**config.mk**
```make
export PLATFORM = sky130hd
export DESIGN_NAME = gyn_nvm_image
export DESIGN_NICKNAME = d
export VERILOG_FILES = /design/src/gyn_pkg.sv /design/src/gyn_nvm_image.sv
export SDC_FILE = /design/constraint.sdc
export NUM_CORES = 1
export LEC_CHECK = 0
export BUFFER_PORTS_ARGS = -buffer_cell sky130_fd_sc_hd__buf_2
export CORE_MARGIN = 4
export CORE_UTILIZATION = 57
export CTS_CLUSTER_SIZE = 24
export DETAILED_ROUTE_END_ITERATION = 10
export GPL_TIMING_DRIVEN = 0
export HOLD_SLACK_MARGIN = 0.05
export PLACE_DENSITY_LB_ADDON = 0.25
export SLEW_MARGIN = 10
export SYNTH_ARGS = -nofsm -noshare
export SYNTH_HDL_FRONTEND = slang
export SYNTH_SLANG_ARGS = --single-unit
```
**constraint.sdc**
```tcl
create_clock -name clk -period 4.1 [get_ports clk]
set_input_delay 0.615 -clock clk [delete_from_list [all_inputs] [get_ports clk]]
set_output_delay 0.615 -clock clk [all_outputs]
set_load 0.005 [all_outputs]
```
**src/gyn_pkg.sv**
```systemverilog
package gyn_pkg;

  // Register offsets on the serial register interface
  localparam logic [7:0] ADDR_STATUS      = 8'h1b;
  localparam logic [7:0] ADDR_MISC_CONFIG = 8'h6a;
  localparam logic [7:0] ADDR_NV_IF_CFG   = 8'h70;
  localparam logic [7:0] ADDR_OFF_X_LOW   = 8'h74;
  localparam logic [7:0] ADDR_OFF_Y_LOW   = 8'h75;
  localparam logic [7:0] ADDR_OFF_Z_LOW   = 8'h76;
  localparam logic [7:0] ADDR_OFF_HIGH_EN = 8'h77;
  localparam logic [7:0] ADDR_COMMAND     = 8'h7e;

  // Command codes
  localparam logic [7:0] CMD_SUSPEND  = 8'h10;
  localparam logic [7:0] CMD_NORMAL   = 8'h11;
  localparam logic [7:0] CMD_PROGRAM  = 8'ha0;

  // Field positions
  localparam int STATUS_NVM_READY_BIT = 4;
  localparam int MISC_PROG_UNLOCK_BIT = 1;
  localparam int OFF_EN_BIT           = 7;
  localparam int OFF_Z_HI_LSB         = 4;
  localparam int OFF_Y_HI_LSB         = 2;
  localparam int OFF_X_HI_LSB         = 0;

  // Writable bit masks; reserved bits read as zero
  localparam logic [7:0] MASK_NV_IF_CFG   = 8'h07;
  localparam logic [7:0] MASK_MISC_CONFIG = 8'h02;
  localparam logic [7:0] MASK_OFF_LOW     = 8'hff;
  localparam logic [7:0] MASK_OFF_HIGH_EN = 8'hbf;

  // Reset values
  localparam logic [7:0] RESET_IMAGE       = 8'h00;
  localparam logic [7:0] RESET_MISC_CONFIG = 8'h00;
  localparam logic [7:0] RESET_READ_DATA   = 8'h00;

  // Image slots: interface config plus four offset bytes
  localparam int IMAGE_COUNT = 5;
  localparam int IMAGE_IDX_W = 3;

  // Timing
  localparam int CLOCK_MHZ          = 50;
  localparam int PROGRAM_TIME_US    = 10000;
  localparam int PROGRAM_CYCLES     = PROGRAM_TIME_US * CLOCK_MHZ;
  localparam int PROG_COUNT_W       = 20;

  // One register access from the serial interface decoder
  typedef struct packed {
    logic       rd;
    logic       wr;
    logic [7:0] addr;
    logic [7:0] wdata;
  } gyn_req_type;

  // Offset compensation image as seen by the datapath
  typedef struct packed {
    logic       enable;
    logic [9:0] z;
    logic [9:0] y;
    logic [9:0] x;
  } gyn_offset_type;

  typedef enum logic [1:0] {
    ST_LOAD,
    ST_IDLE,
    ST_PROGRAM
  } gyn_state_type;

endpackage : gyn_pkg

```
**src/gyn_nvm_image.sv**
```systemverilog
`timescale 1ns/10ps

// Operation
// - Backup interface config and four offset bytes
// - Store reached only through image registers
// - Reset copies stored contents into images
// - Ready bit low while image load runs
// - Images read and written like other registers
// - Program command starts writing the store
// - Every program rewrites all store locations
// - Ready low during program, high after
module gyn_nvm_image #(
  parameter int PROGRAM_CYCLES = gyn_pkg::PROGRAM_CYCLES
) (
  input  wire logic                    clk,
  input  wire logic                    rst,
  input  wire gyn_pkg::gyn_req_type    request,
  output logic [7:0]                   readData,
  output logic                         nvmReady,
  output logic                         powerNormal,
  output logic [7:0]                   interfaceConfig,
  output gyn_pkg::gyn_offset_type      offsetComp
);

  localparam int IMAGE_COUNT = gyn_pkg::IMAGE_COUNT;
  localparam int IDX_W       = gyn_pkg::IMAGE_IDX_W;
  localparam int PROG_W      = gyn_pkg::PROG_COUNT_W;

  // Slot numbers of the five images, in load order
  localparam logic [IDX_W-1:0] SLOT_IF_CFG = IDX_W'(0);
  localparam logic [IDX_W-1:0] SLOT_X_LOW  = IDX_W'(1);
  localparam logic [IDX_W-1:0] SLOT_Y_LOW  = IDX_W'(2);
  localparam logic [IDX_W-1:0] SLOT_Z_LOW  = IDX_W'(3);
  localparam logic [IDX_W-1:0] SLOT_HIGH   = IDX_W'(4);

  // Final count of a program; the cells take the images on it
  localparam logic [PROG_W-1:0] PROG_LAST = PROG_W'(PROGRAM_CYCLES - 1);

  // Non-volatile cells: never touched by rst, so contents survive resets
  logic [7:0]                 storeCell [IMAGE_COUNT] = '{default: 8'h00};
  logic [7:0]                 image     [IMAGE_COUNT];
  logic [7:0]                 miscConfig;
  gyn_pkg::gyn_state_type     state;
  logic [IDX_W-1:0]           loadIndex;
  logic [PROG_W-1:0]          progCount;
  logic                       hitImage;
  logic [IDX_W-1:0]           hitIndex;
  logic                       cmdWrite;
  logic                       startProgram;
  logic                       progDone;

  // Map an address onto an image slot
  function automatic logic [IDX_W:0] image_slot(input logic [7:0] addr);
    logic [IDX_W:0] slot;
    slot = '0;
    case (addr)
      gyn_pkg::ADDR_NV_IF_CFG:   slot = {1'b1, SLOT_IF_CFG};
      gyn_pkg::ADDR_OFF_X_LOW:   slot = {1'b1, SLOT_X_LOW};
      gyn_pkg::ADDR_OFF_Y_LOW:   slot = {1'b1, SLOT_Y_LOW};
      gyn_pkg::ADDR_OFF_Z_LOW:   slot = {1'b1, SLOT_Z_LOW};
      gyn_pkg::ADDR_OFF_HIGH_EN: slot = {1'b1, SLOT_HIGH};
      default:                   slot = '0;
    endcase
    return slot;
  endfunction : image_slot

  // Writable bits of each slot, reserved ones forced to zero
  function automatic logic [7:0] slot_mask(input logic [IDX_W-1:0] idx);
    logic [7:0] mask;
    mask = gyn_pkg::MASK_OFF_LOW;
    case (idx)
      SLOT_IF_CFG: mask = gyn_pkg::MASK_NV_IF_CFG;
      SLOT_HIGH:   mask = gyn_pkg::MASK_OFF_HIGH_EN;
      default: mask = gyn_pkg::MASK_OFF_LOW;
    endcase
    return mask;
  endfunction : slot_mask

  // Access decode
  assign hitImage = image_slot(request.addr)[IDX_W];
  assign hitIndex = image_slot(request.addr)[IDX_W-1:0];
  assign cmdWrite = request.wr && (request.addr == gyn_pkg::ADDR_COMMAND);
  assign progDone = (state == gyn_pkg::ST_PROGRAM)
                    && (progCount == PROG_LAST);

  // Only an unlocked, idle, normal-power device starts a store write
  assign startProgram = cmdWrite
                        && (request.wdata == gyn_pkg::CMD_PROGRAM)
                        && miscConfig[gyn_pkg::MISC_PROG_UNLOCK_BIT]
                        && powerNormal
                        && (state == gyn_pkg::ST_IDLE);

  // Sequencer: load after every reset, then idle until a program
  // Programs are not counted; the host keeps within the wear limit
  always_ff @(posedge clk)
  begin
    if (rst)
    begin
      state <= gyn_pkg::ST_LOAD;
    end
    else
    begin
      case (state)
        gyn_pkg::ST_LOAD:
        begin
          if (loadIndex == IDX_W'(IMAGE_COUNT - 1))
          begin
            state <= gyn_pkg::ST_IDLE;
          end
        end
        gyn_pkg::ST_IDLE:
        begin
          if (startProgram)
          begin
            state <= gyn_pkg::ST_PROGRAM;
          end
        end
        gyn_pkg::ST_PROGRAM:
        begin
          if (progDone)
          begin
            state <= gyn_pkg::ST_IDLE;
          end
        end
        default:
        begin
          state <= gyn_pkg::ST_LOAD;
        end
      endcase
    end
  end

  // Load walks the slots one per cycle
  always_ff @(posedge clk)
  begin
    if (rst)
    begin
      loadIndex <= '0;
    end
    else if (state == gyn_pkg::ST_LOAD)
    begin
      loadIndex <= loadIndex + IDX_W'(1);
    end
    else
    begin
      loadIndex <= '0;
    end
  end

  // Cell write time; cleared whenever not programming
  always_ff @(posedge clk)
  begin
    if (rst)
    begin
      progCount <= '0;
    end
    else if (state == gyn_pkg::ST_PROGRAM)
    begin
      progCount <= progCount + PROG_W'(1);
    end
    else
    begin
      progCount <= '0;
    end
  end

  // Whole store written at once at the end; images are frozen meanwhile
  // Reset leaves the cells alone, so a finished program outlives it
  always_ff @(posedge clk)
  begin
    if (progDone)
    begin
      for (int i = 0; i < IMAGE_COUNT; i++)
      begin
        storeCell[i] <= image[i];
      end
    end
  end

  // Image registers: filled by load, otherwise host writable
  always_ff @(posedge clk)
  begin
    if (rst)
    begin
      for (int i = 0; i < IMAGE_COUNT; i++)
      begin
        image[i] <= gyn_pkg::RESET_IMAGE;
      end
    end
    else if (state == gyn_pkg::ST_LOAD)
    begin
      image[loadIndex] <= storeCell[loadIndex];
    end
    else if (request.wr && hitImage && (state == gyn_pkg::ST_IDLE))
    begin
      // Writes during a program are dropped to keep store and image equal
      image[hitIndex] <= request.wdata & slot_mask(hitIndex);
    end
  end

  // Unlock bit, host controlled
  always_ff @(posedge clk)
  begin
    if (rst)
    begin
      miscConfig <= gyn_pkg::RESET_MISC_CONFIG;
    end
    else if (request.wr && (request.addr == gyn_pkg::ADDR_MISC_CONFIG))
    begin
      miscConfig <= request.wdata & gyn_pkg::MASK_MISC_CONFIG;
    end
  end

  // Power state; a change is refused while the store is busy
  always_ff @(posedge clk)
  begin
    if (rst)
    begin
      powerNormal <= 1'b0;
    end
    else if (cmdWrite && (state == gyn_pkg::ST_IDLE))
    begin
      if (request.wdata == gyn_pkg::CMD_NORMAL)
      begin
        powerNormal <= 1'b1;
      end
      else if (request.wdata == gyn_pkg::CMD_SUSPEND)
      begin
        powerNormal <= 1'b0;
      end
    end
  end

  // Ready flag low during load and program
  // Falls on the edge that accepts a program, so no ready gap
  always_ff @(posedge clk)
  begin
    if (rst)
    begin
      nvmReady <= 1'b0;
    end
    else
    begin
      nvmReady <= (state == gyn_pkg::ST_IDLE) && !startProgram;
    end
  end

  // Read data, one cycle after the read request
  // Status carries only the ready bit; other bits read zero
  always_ff @(posedge clk)
  begin
    if (rst)
    begin
      readData <= gyn_pkg::RESET_READ_DATA;
    end
    else if (request.rd)
    begin
      if (hitImage)
      begin
        readData <= image[hitIndex];
      end
      else if (request.addr == gyn_pkg::ADDR_MISC_CONFIG)
      begin
        readData <= miscConfig;
      end
      else if (request.addr == gyn_pkg::ADDR_STATUS)
      begin
        readData <= 8'(nvmReady) << gyn_pkg::STATUS_NVM_READY_BIT;
      end
      else
      begin
        readData <= 8'h00;
      end
    end
  end

  // Images drive the interface and offset datapath
  // Ten-bit offsets: low byte plus two bits of the shared high byte
  always_ff @(posedge clk)
  begin
    if (rst)
    begin
      interfaceConfig <= gyn_pkg::RESET_IMAGE;
      offsetComp      <= '0;
    end
    else
    begin
      interfaceConfig   <= image[SLOT_IF_CFG];
      offsetComp.enable <= image[SLOT_HIGH][gyn_pkg::OFF_EN_BIT];
      offsetComp.z      <= {image[SLOT_HIGH][gyn_pkg::OFF_Z_HI_LSB +: 2], image[SLOT_Z_LOW]};
      offsetComp.y      <= {image[SLOT_HIGH][gyn_pkg::OFF_Y_HI_LSB +: 2], image[SLOT_Y_LOW]};
      offsetComp.x      <= {image[SLOT_HIGH][gyn_pkg::OFF_X_HI_LSB +: 2], image[SLOT_X_LOW]};
    end
  end

endmodule : gyn_nvm_image

```
After elaboration in Yosys (flattened, before gate mapping) --
Memories as Yosys holds them, arrays and structs flattened. A register that Yosys moved wholly into a read port is not among the register bits. Cells that the tools add are included.
Storage, ports and cells: output and inout bits 49, bits in registers 36, memories kept 2, memory bits (writable) 80
Operators by class: equality and inequality tests 19, bitwise gates (word level) 3, $add $sub $neg 2, reduce and logical (&&, ||, !) cells 21, mux-type cells 32
Memory list:
- image | words 5, width 8, rd ports 11, clocked after Yosys merged registers in 5, write ports 5, RTL line gyn_nvm_image.sv:41 | logic [7:0] image [IMAGE_COUNT];
- storeCell | words 5, width 8, rd ports 1, clocked after Yosys merged registers in 1, write ports 5, RTL line gyn_nvm_image.sv:40 | logic [7:0] storeCell [IMAGE_COUNT] = '{default: 8'h00};
Operators by type and width (count):
- $eq 8x7->1 const B | 7
- $mux 8 | 6
- $eq 8x5->1 const B | 3
- $add 20x1->20 const B | 1
- $eq 20x19->1 const B | 1
- $pmux 4 s5 | 1
- $pmux 8 s2 | 1
- $reduce_or 8->1 | 2
- $mux 1 | 15
- $logic_and 1x1->1 | 11
- $mux 5 | 2
- $mux 3 | 3
- $and 8x8->8 | 1
- $eq 8x8->1 const B | 1
- $eq 3x3->1 const B | 2
- $mux 2 | 3
- $ne 2x2->1 const B | 3
- $pmux 2 s3 | 1
- $reduce_or 2->1 | 2
- $add 3x1->3 const B | 1
- $logic_not 3->1 | 1
- $reduce_and 3->1 | 1
- $eq 2x1->1 const B | 1
- $eq 2x2->1 const B | 1
- 5 further kinds | 6

Logic depth before layout (Yosys ltp) --
depth in word-level cells 10, depth in mapped cells 7, depth with buffers taken out 5

Worst setup path after synthesis --
Ideal clock, no wire load.
path type register to register, start point register progCount[0], end point memory storeCell[0][0] (enable), path slack 1.030 ns, setup time 0.437 ns, cell stages (with the launch flop) 5, data arrival time 2.633 ns, clock period less this slack 3.070 ns, cell sequence dfxtp_1 ha_1 and4_1 nand4_1 nor2_1
RTL lines:
- start: declaration | RTL line gyn_nvm_image.sv:45 | logic [PROG_W-1:0] progCount;
- start signal: assignment | RTL line gyn_nvm_image.sv:159 | progCount <= progCount + PROG_W'(1);
- end: declaration | RTL line gyn_nvm_image.sv:40

==> impl_metrics.toml <==
[global_routing]
grt_max_degree = 27
grt.total_usage = 0.2644
grt_overflow = 0
grt_pass1_wl_um = 25300
grt_pass1_vias = 4588
antenna_found_initial = 0

[power_and_ir_drop]
p_leak_nw = 2.735
power_density_mw_per_mm2 = 505.3
peakVddDrop_mv = 0.3289
totalPowerFinal_mw = 3.803

[finish]
fin_nets = 617
final_layout_size_suffix_gt1_frac = 0.2356
area_growth_pct = 17.94
utilization = 0.6912
design_area_mm2 = 0.007526
n_antenna_cell = 0

[place]
hpwl_um = 11080
place_ws_ns = 0.7154
port_buffers = 65
placed_area_mm2 = 0.006924
gp_congestion = 0.9375

[routing]
vias = 4581
avgViaCountPerCell = 6.133
first_pass_iters = 6
wire_per_inst_um = 22.16
ant_nets = 0
totalWireLength_um = 16550
drc_errors = 0
first_iter_violations = 526

[sta]
timing.final.crit_share = 0.7500
min_period_ns = 3.075
finalSetupTns_ns = 0
relSlewSlack = 0.2648
max_slew.worst_pin.slew_ns = 1.103
fmax_mhz = 325.2
rsz0062_at_grt = "no"
drv_slew = 0
skew_ns = 0.01083
hold_viol_final = 0
worst_slack_ns = 1.025
setup_violations = 0

[logic_synthesis]
avgSynthCellArea_um2 = 12.59
syn_nets = 530
synthesis.area_mm2 = 0.006381
synth_cell_types = 66
synth-seq-cells = 155
synth.top_cell.area_share = 0.3765
ys_warn_count = 0
synth-edff-count = 80
yosys-top-cells-area = "edfxtp_1 (38%), dfxtp_1 (24%), mux4_2 (5.3%)"
async_reset_ff_frac = 0
synthFlopType = "edfxtp_1"
yosysTopAreaCell = "edfxtp_1"
synthCells = 507
seq_area_frac_synth = 0.6118

[worst_setup_path]
rrSetupSlack_ns = 1.02
crit_required_ns = 4.21
crit_fanout = 9
slowest_delay_ns = 0.87
worst-setup-path-type = "reg2reg"
crit_family = "compound AO/OA/AOI/OAI gates"
cp.arrival_ns = 3.19
start_kind = "flip-flop"
worst-path-buf-inv = 1
cp_slowest_cell = "a21oi_1"
crit_path_cell_trace = "clkbuf_1 -> nor2_1 -> a21oi_1 -> nand2_1"
endpoint_kind = "flip-flop"

[clock_tree]
clk_latency_ns = 0.54
cts_setup_buffers = 0
clock-sinks = 155
cts_buffers = 17
cts_tree = "built"
cts.path.max_buffers = 2
cts_htree_levels = 4
cts_resized = 0
cts_hold_buf = 0
root_buffer = "clkbuf_8"
cts.clk_slew.worst_paths_ns = 0.06

[die]
die_w_um = 113.8
die_h_um = 113.8
ioPinCount = 69
dieArea_mm2 = 0.01295
core-area_mm2 = 0.01089
rows = 38
initial_core_util = 0.5861

[run]
maxCapViolations = 0

[outcome]
status = "complete, no violations"

[min_path]
hold_path.class = "in2reg"
## cells in the final DEF (no fill, tap or decap), types with 17 or more instances in the layout
cell type / netlist / routed
a21oi_1: 20 / 20
buf_2: 4 / 69
clkbuf_16: 0 / 17
dfxtp_1: 75 / 75
edfxtp_1: 80 / 80
nand2_1: 25 / 25
nand3_1: 24 / 24
nor2_1: 36 / 35
nor2b_1: 42 / 42
nor3_1: 23 / 23
## worst register-to-register path, stage by stage (launching register included)
cell	delay [ns]
dfxtp_1	0.52
clkbuf_1	0.51
nor2_1	0.12
a21oi_1	0.87
nand2_1	0.63
## cell families after synthesis
family	share of synthesized area
simple gates	0.1873
fa+ha+maj	0.005883
buf+inv	0.02510
xor+xnor	0.01647
mux	0.09118
compound gates	0.06236
flops	0.6118
## state kept, by name (all words and copies together) (netlist names)
name and flops:
loadIndex 3, offsetComp 31, storeCell 40, state 2
nvmReady 1, miscConfig 1, image 40, readData 8
interfaceConfig 8, powerNormal 1, progCount 20
## per-stage QoR
stage | hold WS (ns) | std cells
after global routing | 0.3870 | 747
after global placement | 0.4341 | 712
after floorplan | 0.4209 | 507
after CTS | 0.3496 | 747
after detailed placement | 0.4479 | 715
final | 0.3850 | 747
## per-layer routing
metal / routed length, um / share of wire / global-route usage
met5: 0 / 0 / 0
met2: 7796 / 0.47 / 0.4142
met3: 1474 / 0.089 / 0.05782
met4: 860 / 0.052 / 0.1536
met1: 6419 / 0.39 / 0.3408
## synth_stat cells (3+ instances only)
library cell	number
or4_1	5
dfxtp_1	75
ha_1	3
inv_1	8
nor3_1	23
xor2_1	5
o31ai_1	4
nand2_1	25
mux2_2	8
o21ai_0	12
nor2b_1	42
nor4_1	5
nand3_1	24
nand4_1	12
nand2b_1	4
or3_1	5
nor4b_1	3
edfxtp_1	80
and4_1	3
mux2i_1	14
a21oi_1	20
buf_2	4
and2_1	5
nor2_1	36
xnor2_1	7
clkbuf_1	12
mux4_2	15
## power by group
group	total, mW	switching, mW	internal, mW
Combinational	0.429	0.264	0.165
Sequential	1.79	0.0528	1.73
Clock	1.59	0.611	0.977
Total	3.80	0.928	2.88
## worst paths after layout
kind | to | from | cells past startpoint
worst max-delay path | image[0][3]$_SDFFCE_PN0P_ | loadIndex[1]$_SDFF_PN0_ | 4
worst max register to register | image[0][3]$_SDFFCE_PN0P_ | loadIndex[1]$_SDFF_PN0_ | 4
worst min-delay path | readData[1]$_SDFFE_PP0P_ | request[17] | 2
worst min register to register | storeCell[1][1]$_DFFE_PP_ | image[1][1]$_SDFFCE_PN0P_ | 0
## cell type report
cell class	count	area, um^2
Inverter	8	30.03
Tap cell	140	175.2
Clock buffer	21	460.4
Timing Repair Buffer	68	360.3
Clock inverter	11	141.4
Multi-Input combinational cell	321	2325
Buffer	23	130.1
Fill cell	819	3362
Sequential cell	155	3904
(Power assumes the default switching activity.)
